===== src/acp_pkg.sv =====
/*
 * acp_pkg: constants for the two-wire control port of the audio chip.
 * Assumes a 125 MHz system clock and an external bus master.
 */
// What the document requires of port and master
// master checks supply-good flags before codec enable
// DSP data refused for 5 ms after enable
// master powers converters via codec register zero
// converter source chosen by codec registers six, seven
// master sets output volume last
// master mutes, then switches converters off
// master clears DSP and codec enables
// both supply enables cleared powers system down
// address pair selected by address select pin
// slave may stretch the bus clock
// one subaddress byte selects seven registers
// control subaddress is basic control only
// words move as two bytes, MSB first
// subaddresses for both converter config registers
// DSP read: subaddress, repeated start, NAK, stop
// reads need repeated start with read address
// codec write, codec read, DSP write subaddresses
// clock held low while command is processed
// config write is address, subaddress, one word
// master pulses power-on reset before commands
// direct configuration registers are readable
// foreign addresses not acknowledged, transfer ignored
package acp_pkg;
    localparam logic [5:0] ADDR_HI = 6'h0F;
    localparam logic [7:0] SUB_DSP_WR = 8'h68;
    localparam logic [7:0] SUB_DSP_RD = 8'h69;
    localparam logic [7:0] SUB_CTRL = 8'h6A;
    localparam logic [7:0] SUB_CODEC_WR = 8'h6C;
    localparam logic [7:0] SUB_CODEC_RD = 8'h6D;
    localparam logic [7:0] SUB_SCONV_CFG = 8'h76;
    localparam logic [7:0] SUB_SCONV_FRQ = 8'h77;
    localparam logic [15:0] CTRL_RESET = 16'h3000;
    localparam logic [15:0] CTRL_WR_MASK = 16'hFF00;
    localparam int CTRL_DC2_BIT = 13;
    localparam int CTRL_DC1_BIT = 12;
    localparam int CTRL_DSP_BIT = 11;
    localparam int CTRL_CODEC_BIT = 10;
    localparam logic [15:0] SCONV_RESET = 16'h0000;
    localparam int SUPPLY_GOOD1_BIT = 15;
    localparam int SUPPLY_GOOD2_BIT = 14;
    localparam int CLK_MHZ = 125;
    localparam int INIT_TIME_MS = 5;
    localparam int INIT_CYCLES = INIT_TIME_MS * 1000 * CLK_MHZ;
    localparam int STRETCH_CYCLES = 4;
    localparam logic [4:0] CODEC_REG_SRC_A = 5'h06;
    localparam logic [4:0] CODEC_REG_SRC_B = 5'h07;
    typedef enum logic [5:0] {
        ST_IDLE = 6'b000001,
        ST_ADDR = 6'b000010,
        ST_SUB = 6'b000100,
        ST_WDATA = 6'b001000,
        ST_RDATA = 6'b010000,
        ST_SKIP = 6'b100000
    } acp_state_t;
endpackage


===== src/acp_i2c_port.sv =====
/*
 * acp_i2c_port: two-wire slave with subaddressed 16-bit registers.
 * Assumes raw bus pins, open-drain drivers outside, oe low = drive low.
 */
`timescale 1ns/1ns
`default_nettype none
module acp_i2c_port #(
    parameter int INIT_CYCLES = acp_pkg::INIT_CYCLES
) (
    input wire logic i_clk,
    input wire logic i_sys_rst,
    input wire logic i_scl,
    input wire logic i_sda,
    output logic o_scl_oe_n,
    output logic o_sda_oe_n,
    output logic o_scl_o,
    output logic o_sda_o,
    input wire logic i_address_select_pin,
    input wire logic i_supply_good1,
    input wire logic i_supply_good2,
    input wire logic [15:0] i_dsp_rdata,
    input wire logic [15:0] i_codec_rdata,
    output logic [15:0] o_wdata,
    output logic o_dsp_wr,
    output logic o_codec_wr,
    output logic o_dsp_rd,
    output logic o_codec_rd,
    output logic [15:0] o_control,
    output logic [15:0] o_sconv_cfg,
    output logic [15:0] o_sconv_frq,
    output logic o_dsp_ready,
    output logic o_system_power_down
);
    logic [1:0] scl_s_r, sda_s_r;
    logic [1:0] sel_s_r, good1_s_r, good2_s_r;
    logic scl_q_r, sda_q_r;
    always_ff @(posedge i_clk)
    begin
        scl_s_r <= {scl_s_r[0], i_scl};
        sda_s_r <= {sda_s_r[0], i_sda};
        scl_q_r <= scl_s_r[1];
        sda_q_r <= sda_s_r[1];
    end
    // strap and supply flags are pins as well, so they get the same two stages
    always_ff @(posedge i_clk)
    begin
        sel_s_r <= {sel_s_r[0], i_address_select_pin};
        good1_s_r <= {good1_s_r[0], i_supply_good1};
        good2_s_r <= {good2_s_r[0], i_supply_good2};
    end
    wire scl = scl_s_r[1];
    wire sda = sda_s_r[1];
    wire scl_rise = scl & ~scl_q_r;
    wire scl_fall = ~scl & scl_q_r;
    wire start_c = scl & scl_q_r & sda_q_r & ~sda;
    wire stop_c = scl & scl_q_r & ~sda_q_r & sda;

    acp_pkg::acp_state_t state_r;
    logic [3:0] bit_r;
    logic [7:0] sh_r, sub_r;
    logic rd_r, ack_ph_r, hi_byte_r, drive_r, nak_r;
    logic rd_bit_r;
    logic [15:0] tx_r, word_r;
    logic [2:0] str_r;
    logic [31:0] init_r;
    logic [15:0] ctrl_r, cfg_r, frq_r;
    logic [7:0] bcnt_r;

    wire my_addr = (sh_r[7:2] == acp_pkg::ADDR_HI) && (sh_r[1] == sel_s_r[1]);
    wire dsp_ok = (init_r == 32'h0) && ctrl_r[acp_pkg::CTRL_CODEC_BIT];

    // unknown subaddresses read as zero rather than stale data
    function automatic logic [15:0] rd_val(input logic [7:0] s, input logic [15:0] d,
                                           input logic [15:0] c);
        unique case (s)
            acp_pkg::SUB_CTRL: rd_val = ctrl_r;
            acp_pkg::SUB_SCONV_CFG: rd_val = {good1_s_r[1], good2_s_r[1],
                                              cfg_r[13:0]};
            acp_pkg::SUB_SCONV_FRQ: rd_val = frq_r;
            acp_pkg::SUB_DSP_RD: rd_val = d;
            acp_pkg::SUB_CODEC_RD: rd_val = c;
            default: rd_val = 16'h0000;
        endcase
    endfunction

    // byte engine: address, subaddress, word halves
    always_ff @(posedge i_clk)
    begin
        if (i_sys_rst)
        begin
            state_r <= acp_pkg::ST_IDLE;
            bit_r <= 4'h0;
            sh_r <= 8'h00;
            sub_r <= 8'h00;
            rd_r <= 1'b0;
            ack_ph_r <= 1'b0;
            hi_byte_r <= 1'b1;
            drive_r <= 1'b0;
            nak_r <= 1'b0;
            tx_r <= 16'h0000;
            word_r <= 16'h0000;
        end
        else if (start_c)
        begin
            state_r <= acp_pkg::ST_ADDR;
            bit_r <= 4'h0;
            ack_ph_r <= 1'b0;
            drive_r <= 1'b0;
            hi_byte_r <= 1'b1;
        end
        else if (stop_c)
        begin
            state_r <= acp_pkg::ST_IDLE;
            drive_r <= 1'b0;
        end
        else
        begin
            if (scl_rise && !ack_ph_r && state_r != acp_pkg::ST_RDATA)
            begin
                sh_r <= {sh_r[6:0], sda};
                bit_r <= bit_r + 4'h1;
            end
            if (scl_rise && state_r == acp_pkg::ST_RDATA && !ack_ph_r)
                bit_r <= bit_r + 4'h1;
            if (scl_rise && ack_ph_r && state_r == acp_pkg::ST_RDATA)
                nak_r <= sda;
            if (scl_fall)
            begin
                if (bit_r == 4'd8 && !ack_ph_r)
                begin
                    ack_ph_r <= 1'b1;
                    bit_r <= 4'h0;
                    unique case (state_r)
                        acp_pkg::ST_ADDR:
                        begin
                            drive_r <= my_addr;
                            rd_r <= sh_r[0];
                            state_r <= my_addr ? (sh_r[0] ? acp_pkg::ST_RDATA
                                : acp_pkg::ST_SUB) : acp_pkg::ST_SKIP;
                            tx_r <= rd_val(sub_r, i_dsp_rdata, i_codec_rdata);
                            hi_byte_r <= 1'b1;
                        end
                        acp_pkg::ST_SUB:
                        begin
                            sub_r <= sh_r;
                            drive_r <= 1'b1;
                            state_r <= acp_pkg::ST_WDATA;
                        end
                        acp_pkg::ST_WDATA:
                        begin
                            drive_r <= 1'b1;
                            word_r <= {word_r[7:0], sh_r};
                            hi_byte_r <= ~hi_byte_r;
                        end
                        acp_pkg::ST_RDATA:
                        begin
                            drive_r <= 1'b0;
                            hi_byte_r <= ~hi_byte_r;
                            if (!hi_byte_r)
                                tx_r <= rd_val(sub_r, i_dsp_rdata, i_codec_rdata);
                        end
                        default: drive_r <= 1'b0;
                    endcase
                end
                else if (ack_ph_r)
                begin
                    ack_ph_r <= 1'b0;
                    drive_r <= 1'b0;
                    if (state_r == acp_pkg::ST_RDATA && nak_r)
                        state_r <= acp_pkg::ST_SKIP;
                end
                else if (state_r == acp_pkg::ST_RDATA)
                    bit_r <= bit_r;
            end
        end
    end

    wire [3:0] tx_idx = hi_byte_r ? 4'd15 - bit_r : 4'd7 - bit_r;
    wire word_done = scl_fall && bit_r == 4'd8 && !ack_ph_r && state_r == acp_pkg::ST_WDATA
                     && !hi_byte_r;
    wire rd_word = scl_fall && ack_ph_r && state_r == acp_pkg::ST_RDATA && !hi_byte_r;

    // read data moves only after a clock fall; a change while the clock is
    // high would look like a start or stop to every device on the bus
    always_ff @(posedge i_clk)
    begin
        if (i_sys_rst)
            rd_bit_r <= 1'b1;
        else if (scl_fall)
            rd_bit_r <= tx_r[tx_idx];
    end

    // register writes and port strobes
    always_ff @(posedge i_clk)
    begin
        if (i_sys_rst)
        begin
            ctrl_r <= acp_pkg::CTRL_RESET;
            cfg_r <= acp_pkg::SCONV_RESET;
            frq_r <= acp_pkg::SCONV_RESET;
            o_wdata <= 16'h0000;
            o_dsp_wr <= 1'b0;
            o_codec_wr <= 1'b0;
            o_dsp_rd <= 1'b0;
            o_codec_rd <= 1'b0;
        end
        else
        begin
            o_dsp_wr <= 1'b0;
            o_codec_wr <= 1'b0;
            o_dsp_rd <= rd_word && sub_r == acp_pkg::SUB_DSP_RD && dsp_ok;
            o_codec_rd <= rd_word && sub_r == acp_pkg::SUB_CODEC_RD;
            if (word_done)
            begin
                o_wdata <= {word_r[7:0], sh_r};
                unique case (sub_r)
                    acp_pkg::SUB_CTRL: ctrl_r <= {word_r[7:0], sh_r}
                                                 & acp_pkg::CTRL_WR_MASK;
                    acp_pkg::SUB_SCONV_CFG: cfg_r <= {word_r[7:0], sh_r};
                    acp_pkg::SUB_SCONV_FRQ: frq_r <= {word_r[7:0], sh_r};
                    acp_pkg::SUB_DSP_WR: o_dsp_wr <= dsp_ok;
                    acp_pkg::SUB_CODEC_WR: o_codec_wr <= 1'b1;
                    default: o_dsp_wr <= 1'b0;
                endcase
            end
        end
    end

    // initialisation timer after codec enable
    // clearing the codec bit restarts the full wait
    always_ff @(posedge i_clk)
    begin
        if (i_sys_rst || !ctrl_r[acp_pkg::CTRL_CODEC_BIT])
            init_r <= 32'(INIT_CYCLES);
        else if (init_r != 32'h0)
            init_r <= init_r - 32'h1;
    end

    // hold clock low while a finished byte is processed
    always_ff @(posedge i_clk)
    begin
        if (i_sys_rst)
            str_r <= 3'h0;
        else if (scl_fall && bit_r == 4'd8 && !ack_ph_r && state_r != acp_pkg::ST_SKIP
                 && state_r != acp_pkg::ST_IDLE)
            str_r <= 3'(acp_pkg::STRETCH_CYCLES);
        else if (str_r != 3'h0)
            str_r <= str_r - 3'h1;
    end

    assign o_scl_o = 1'b0;
    assign o_sda_o = 1'b0;
    assign o_scl_oe_n = (str_r == 3'h0);
    assign o_sda_oe_n = ack_ph_r ? ~drive_r
                      : !(state_r == acp_pkg::ST_RDATA && !rd_bit_r);
    assign o_control = ctrl_r;
    assign o_sconv_cfg = cfg_r;
    assign o_sconv_frq = frq_r;
    assign o_dsp_ready = dsp_ok;
    assign o_system_power_down = !ctrl_r[acp_pkg::CTRL_DC1_BIT]
                               && !ctrl_r[acp_pkg::CTRL_DC2_BIT];

    a_power_down: assert property (@(posedge i_clk) disable iff (i_sys_rst)
        o_system_power_down == (!o_control[acp_pkg::CTRL_DC2_BIT]
                                && !o_control[acp_pkg::CTRL_DC1_BIT]))
        else $error("power down mismatch");
    a_dsp_gated: assert property (@(posedge i_clk) disable iff (i_sys_rst)
        o_dsp_wr |-> o_dsp_ready)
        else $error("dsp write before init");
    a_init_hold: assert property (@(posedge i_clk) disable iff (i_sys_rst)
        $rose(o_control[acp_pkg::CTRL_CODEC_BIT]) |-> !o_dsp_ready [*8])
        else $error("dsp ready too early");
    a_stretch_len: assert property (@(posedge i_clk) disable iff (i_sys_rst)
        $fell(o_scl_oe_n) |-> !o_scl_oe_n [*4] ##1 o_scl_oe_n)
        else $error("stretch length wrong");
    a_ctrl_low: assert property (@(posedge i_clk) disable iff (i_sys_rst)
        o_control[7:0] == 8'h00)
        else $error("control low byte set");
    a_no_skip_ack: assert property (@(posedge i_clk) disable iff (i_sys_rst)
        state_r == acp_pkg::ST_SKIP |-> o_sda_oe_n || $past(ack_ph_r))
        else $error("ack while skipping");
    a_single_wr: assert property (@(posedge i_clk) disable iff (i_sys_rst)
        !(o_dsp_wr && o_codec_wr))
        else $error("two write strobes");
    a_cfg_write: assert property (@(posedge i_clk) disable iff (i_sys_rst)
        word_done && sub_r == acp_pkg::SUB_SCONV_FRQ |=> o_sconv_frq == o_wdata)
        else $error("frequency reg not written");
    a_sda_steady: assert property (@(posedge i_clk) disable iff (i_sys_rst)
        scl && scl_q_r |-> $stable(o_sda_oe_n))
        else $error("data moved while clock high");
    a_dsp_rd_gated: assert property (@(posedge i_clk) disable iff (i_sys_rst)
        o_dsp_rd |-> o_dsp_ready)
        else $error("dsp read before init");
    a_idle_quiet: assert property (@(posedge i_clk) disable iff (i_sys_rst)
        state_r == acp_pkg::ST_IDLE |-> o_sda_oe_n)
        else $error("data line pulled while idle");
    c_codec_wr: cover property (@(posedge i_clk) o_codec_wr);
    c_dsp_wr: cover property (@(posedge i_clk) o_dsp_wr);
    c_read_word: cover property (@(posedge i_clk) rd_word);
    c_power_down: cover property (@(posedge i_clk) $rose(o_system_power_down));
endmodule
`default_nettype wire


===== config.mk =====
export PLATFORM = sky130hd
export DESIGN_NAME = acp_i2c_port
export DESIGN_NICKNAME = d
export VERILOG_FILES = /design/src/acp_pkg.sv /design/src/acp_i2c_port.sv
export SDC_FILE = /design/constraint.sdc
export NUM_CORES = 1
export LEC_CHECK = 0
export ABC_AREA = 1
export BUFFER_PORTS_ARGS = -buffer_cell sky130_fd_sc_hd__buf_4
export CAP_MARGIN = 20
export CORE_ASPECT_RATIO = 1.2
export CORE_MARGIN = 2
export CORE_UTILIZATION = 60
export DETAILED_ROUTE_END_ITERATION = 10
export MAX_ROUTING_LAYER = met4
export PLACE_DENSITY = 0.84
export SLEW_MARGIN = 20
export SYNTH_ARGS = -nofsm -noshare
export SYNTH_HDL_FRONTEND = slang
export SYNTH_SLANG_ARGS = --single-unit
export TNS_END_PERCENT = 1

===== constraint.sdc =====
create_clock -name i_clk -period 5.09 [get_ports i_clk]
set_input_delay 0.509 -clock i_clk [delete_from_list [all_inputs] [get_ports i_clk]]
set_output_delay 0.509 -clock i_clk [all_outputs]
set_load 0.05 [all_outputs]

==> metrics.yaml <==
gp_congestion: 0.985
synth_compound_area_share_pct: 9.76
ant_nets: 0
synthAdderAreaFrac_pct: 0.978
synth.largest_area_cell: "dfxtp_1"
clkTransAtPathRegs_ns: 0.06
hold_end: "sel_s_r[0]"
syn_area_sq_mm: 0.00768
endpoint_kind: "register"
finalHoldViolations: 0
antenna_found_initial: 0
hold_path_class: "in -> reg"
period_minus_slack_ns: 3.07
p_switching_mw: 0.633
dp.cells: 1353
antenna_cells: 0
synth_seq_area_share_pct: 42.2
final_cell_mix: "nand2_1 (275), nor2_1 (196), dfxtp_1 (162)"
nNetsFinal: 1253
tightest_slew_ns: 1.08
drive_above_1_share_pct: 13.1
grt_pass1_vias: 7065
row_count: 45
slew_viol_final: 0
drc_errors: 0
synth_mux_area_share_pct: 0
overflow: 0
hp-start: "i_address_select_pin"
place_ws_ns: 2.20
max_slew_margin_pct: 27.7
dieWidth_um: 107
core-area_sq_mm: 0.0126
setup_tns_ns: 0
power_density_mw_per_mm2: 307
crit_arrival_ns: 3.35
cts_hold_buf: 0
stdcell_count: 1383
regToRegStartpoint: "bit_r[0]"
power_leakage_nw: 3.77
grt_usage_pct: 32.7
synth_area_leaders: "dfxtp_1 (42%), nand2_1 (13%), nor2_1 (9.6%), nand3_1 (6.6%), inv_1 (4.8%)"
critical_path.max_fanout: 33
swShare_pct: 22.8
max_cap_violations: 0
cp.required_ns: 5.37
cts_buffer_depth: 2
power_frac_clock_pct: 46.6
root_buffer: "clkbuf_16"
finalSetupViolations: 0
port_buffers: 102
holdPathStages: 1
fmax_ghz: 0.326
r2r_setup_slack_ns: 2.02
htreeDepth: 4
seq_power_share_pct: 47.2
avgSynthCellArea_sq_um: 6.82
nFillCells: 1019
layout_commonest_cell: "nand2_1"
grt_max_degree: 53
synth_seq_cells: 162
cts_tree: "built"
routed_via_density: 5.50
wire_per_inst_um: 15.5
hpwl_mm: 15.0
syn_to_final_growth_pct: 17.4
drt-initial-drc-count: 669
finalWirelength_mm: 21.4
dieArea_sq_mm: 0.0137
synthSimpleGateAreaFrac_pct: 35.2
clock_latency_ns: 0.43
fin_ws_ns: 2.02
grt_pass1_wl_mm: 34.4
synth_cells: 1126
synth_xor_xnor_area_share_pct: 2.85
post-cts-setup-buffer-count: 0
crit_type: "reg -> reg"
ir_drop_v: 0.000244
reg2reg_depth: 10
r2r_end: "o_sconv_frq[4]"
p_comb_share_pct: 6.2
fin_worst_skew_ns: 0.00668
synth_top_area_share_pct: 42.2
clock-sinks: 162
rsz0062_at_grt: "no"
synth-warning-count: 0
first_pass_iters: 6
ioPinCount: 113
cp-start-kind: "register"
start_util_pct: 61.2
fin_crit_sh_pct: 60.2
finalPower_mw: 2.77
cts_resized: 0
chipHeight_um: 128
cts_buffers: 17
status: "completed"
p_int_mw: 2.14
synth_cell_types: 41
vias: 7609
synth_top_family_by_area: "simple AND/OR/NAND/NOR gates"
==> routing by layer <==
metal | up-vias | track usage [%] | part of all wire [%]
met1 | 3450 | 38.2 | 38
met3 | 64 | 4.98 | 7.0
met2 | 352 | 55.8 | 51
li1 | 3743 | - | -
met5 | - | - | 0
met4 | 0 | 14.2 | 3.3
==> critical path, stage by stage (launching register included) <==
cell	delay, ns
dfxtp_1	0.55
clkinv_1	0.35
ha_1	0.32
nand3_2	0.10
nor2_4	0.06
nand2_4	0.13
nor2_4	0.12
nand2_2	0.40
clkinv_2	0.55
nand3_1	0.23
a21oi_1	0.09
==> worst max-delay path by stage <==
stage	from	endpoint	cells past startpoint
6_report	bit_r[0]	o_sconv_frq[4]	10
4_1_cts	bit_r[0]	o_sconv_frq[4]	10
2_1_floorplan	ack_ph_r	o_sda_oe_n	2
3_3_place_gp	bit_r[0]	o_sconv_frq[5]	10
3_5_place_dp	bit_r[0]	o_wdata[12]	10
5_1_grt	bit_r[0]	o_sconv_frq[14]	10
==> cell families after synthesis <==
group           after synthesis
other cells                   1
flops                       162
buf+inv                     156
xor+xnor                     25
simple gates                635
compound gates              141
fa+ha+maj                     6
==> power groups by stage <==
stage | clock, mW | combinational, mW | sequential (mW)
CTS | 1.30 | 0.171 | 1.31
finish | 1.29 | 0.172 | 1.31
floorplan | 0 | 0.125 | 1.33
detailed placement | 0 | 0.168 | 1.33
global route | 1.35 | 0.190 | 1.31
global placement | 0 | 0.166 | 1.33
==> layout make-up <==
class / count / area [sq um] / share of cell area [%]
Multi-Input combinational cell: 817 / 3790 / 42.0
Sequential cell: 162 / 3240 / 36.0
Tap cell: 164 / 205 / 2.28
Clock inverter: 10 / 135 / 1.50
Timing Repair Buffer: 107 / 803 / 8.91
Inverter: 103 / 388 / 4.30
Clock buffer: 20 / 457 / 5.06
==> Yosys cell counts <==
library cell / number
nor2_4: 4
inv_2: 2
buf_2: 10
a21boi_0: 1
buf_4: 13
a211oi_1: 6
nand3b_4: 1
nor4_1: 2
inv_1: 98
o21ai_0: 50
nor2_1: 197
clkinv_2: 1
xor2_1: 6
nor3_2: 1
nand4_1: 16
and2_1: 2
clkinv_1: 2
o211ai_1: 1
conb_1: 1
nand2_1: 275
nor3_1: 20
xnor2_1: 19
nand2_4: 1
or2_2: 2
nor2_2: 4
nand3_2: 3
a21oi_1: 69
o21ai_1: 7
a31oi_1: 1
nand2_2: 1
nand3_1: 102
o21a_1: 1
clkbuf_1: 25
dfxtp_1: 162
nand4_2: 1
a211oi_2: 2
ha_1: 6
buf_6: 5
o22ai_1: 2
o21bai_1: 1
nand3b_1: 3
==> stage by stage <==
| step | hold WS (ns) | util (%) | cell area [sq um] |
|---|---|---|---|
| 3_5_place_dp | 0.312 | 67.1 | 8430 |
| 2_1_floorplan | 0.310 | - | 7710 |
| 3_3_place_gp | 0.310 | 67.1 | 8430 |
| 5_1_grt | 0.172 | 71.8 | 9020 |
| 4_1_cts | 0.171 | 71.8 | 9020 |
| 6_report | 0.181 | 71.8 | 9020 |
==> state kept, by name, summed over array words and instances (netlist names), 2 cells and up <==
| name | count |
|---|---|
| bit_r | 4 |
| good1_s_r | 2 |
| good2_s_r | 2 |
| init_r | 32 |
| o_control | 8 |
| o_sconv_cfg | 16 |
| o_sconv_frq | 16 |
| o_wdata | 16 |
| scl_s_r | 2 |
| sda_s_r | 2 |
| sel_s_r | 2 |
| sh_r | 8 |
| state_r | 6 |
| str_r | 3 |
| sub_r | 8 |
| tx_r | 16 |
| word_r | 8 |
Note: power is estimated with default switching activity, not from simulation.
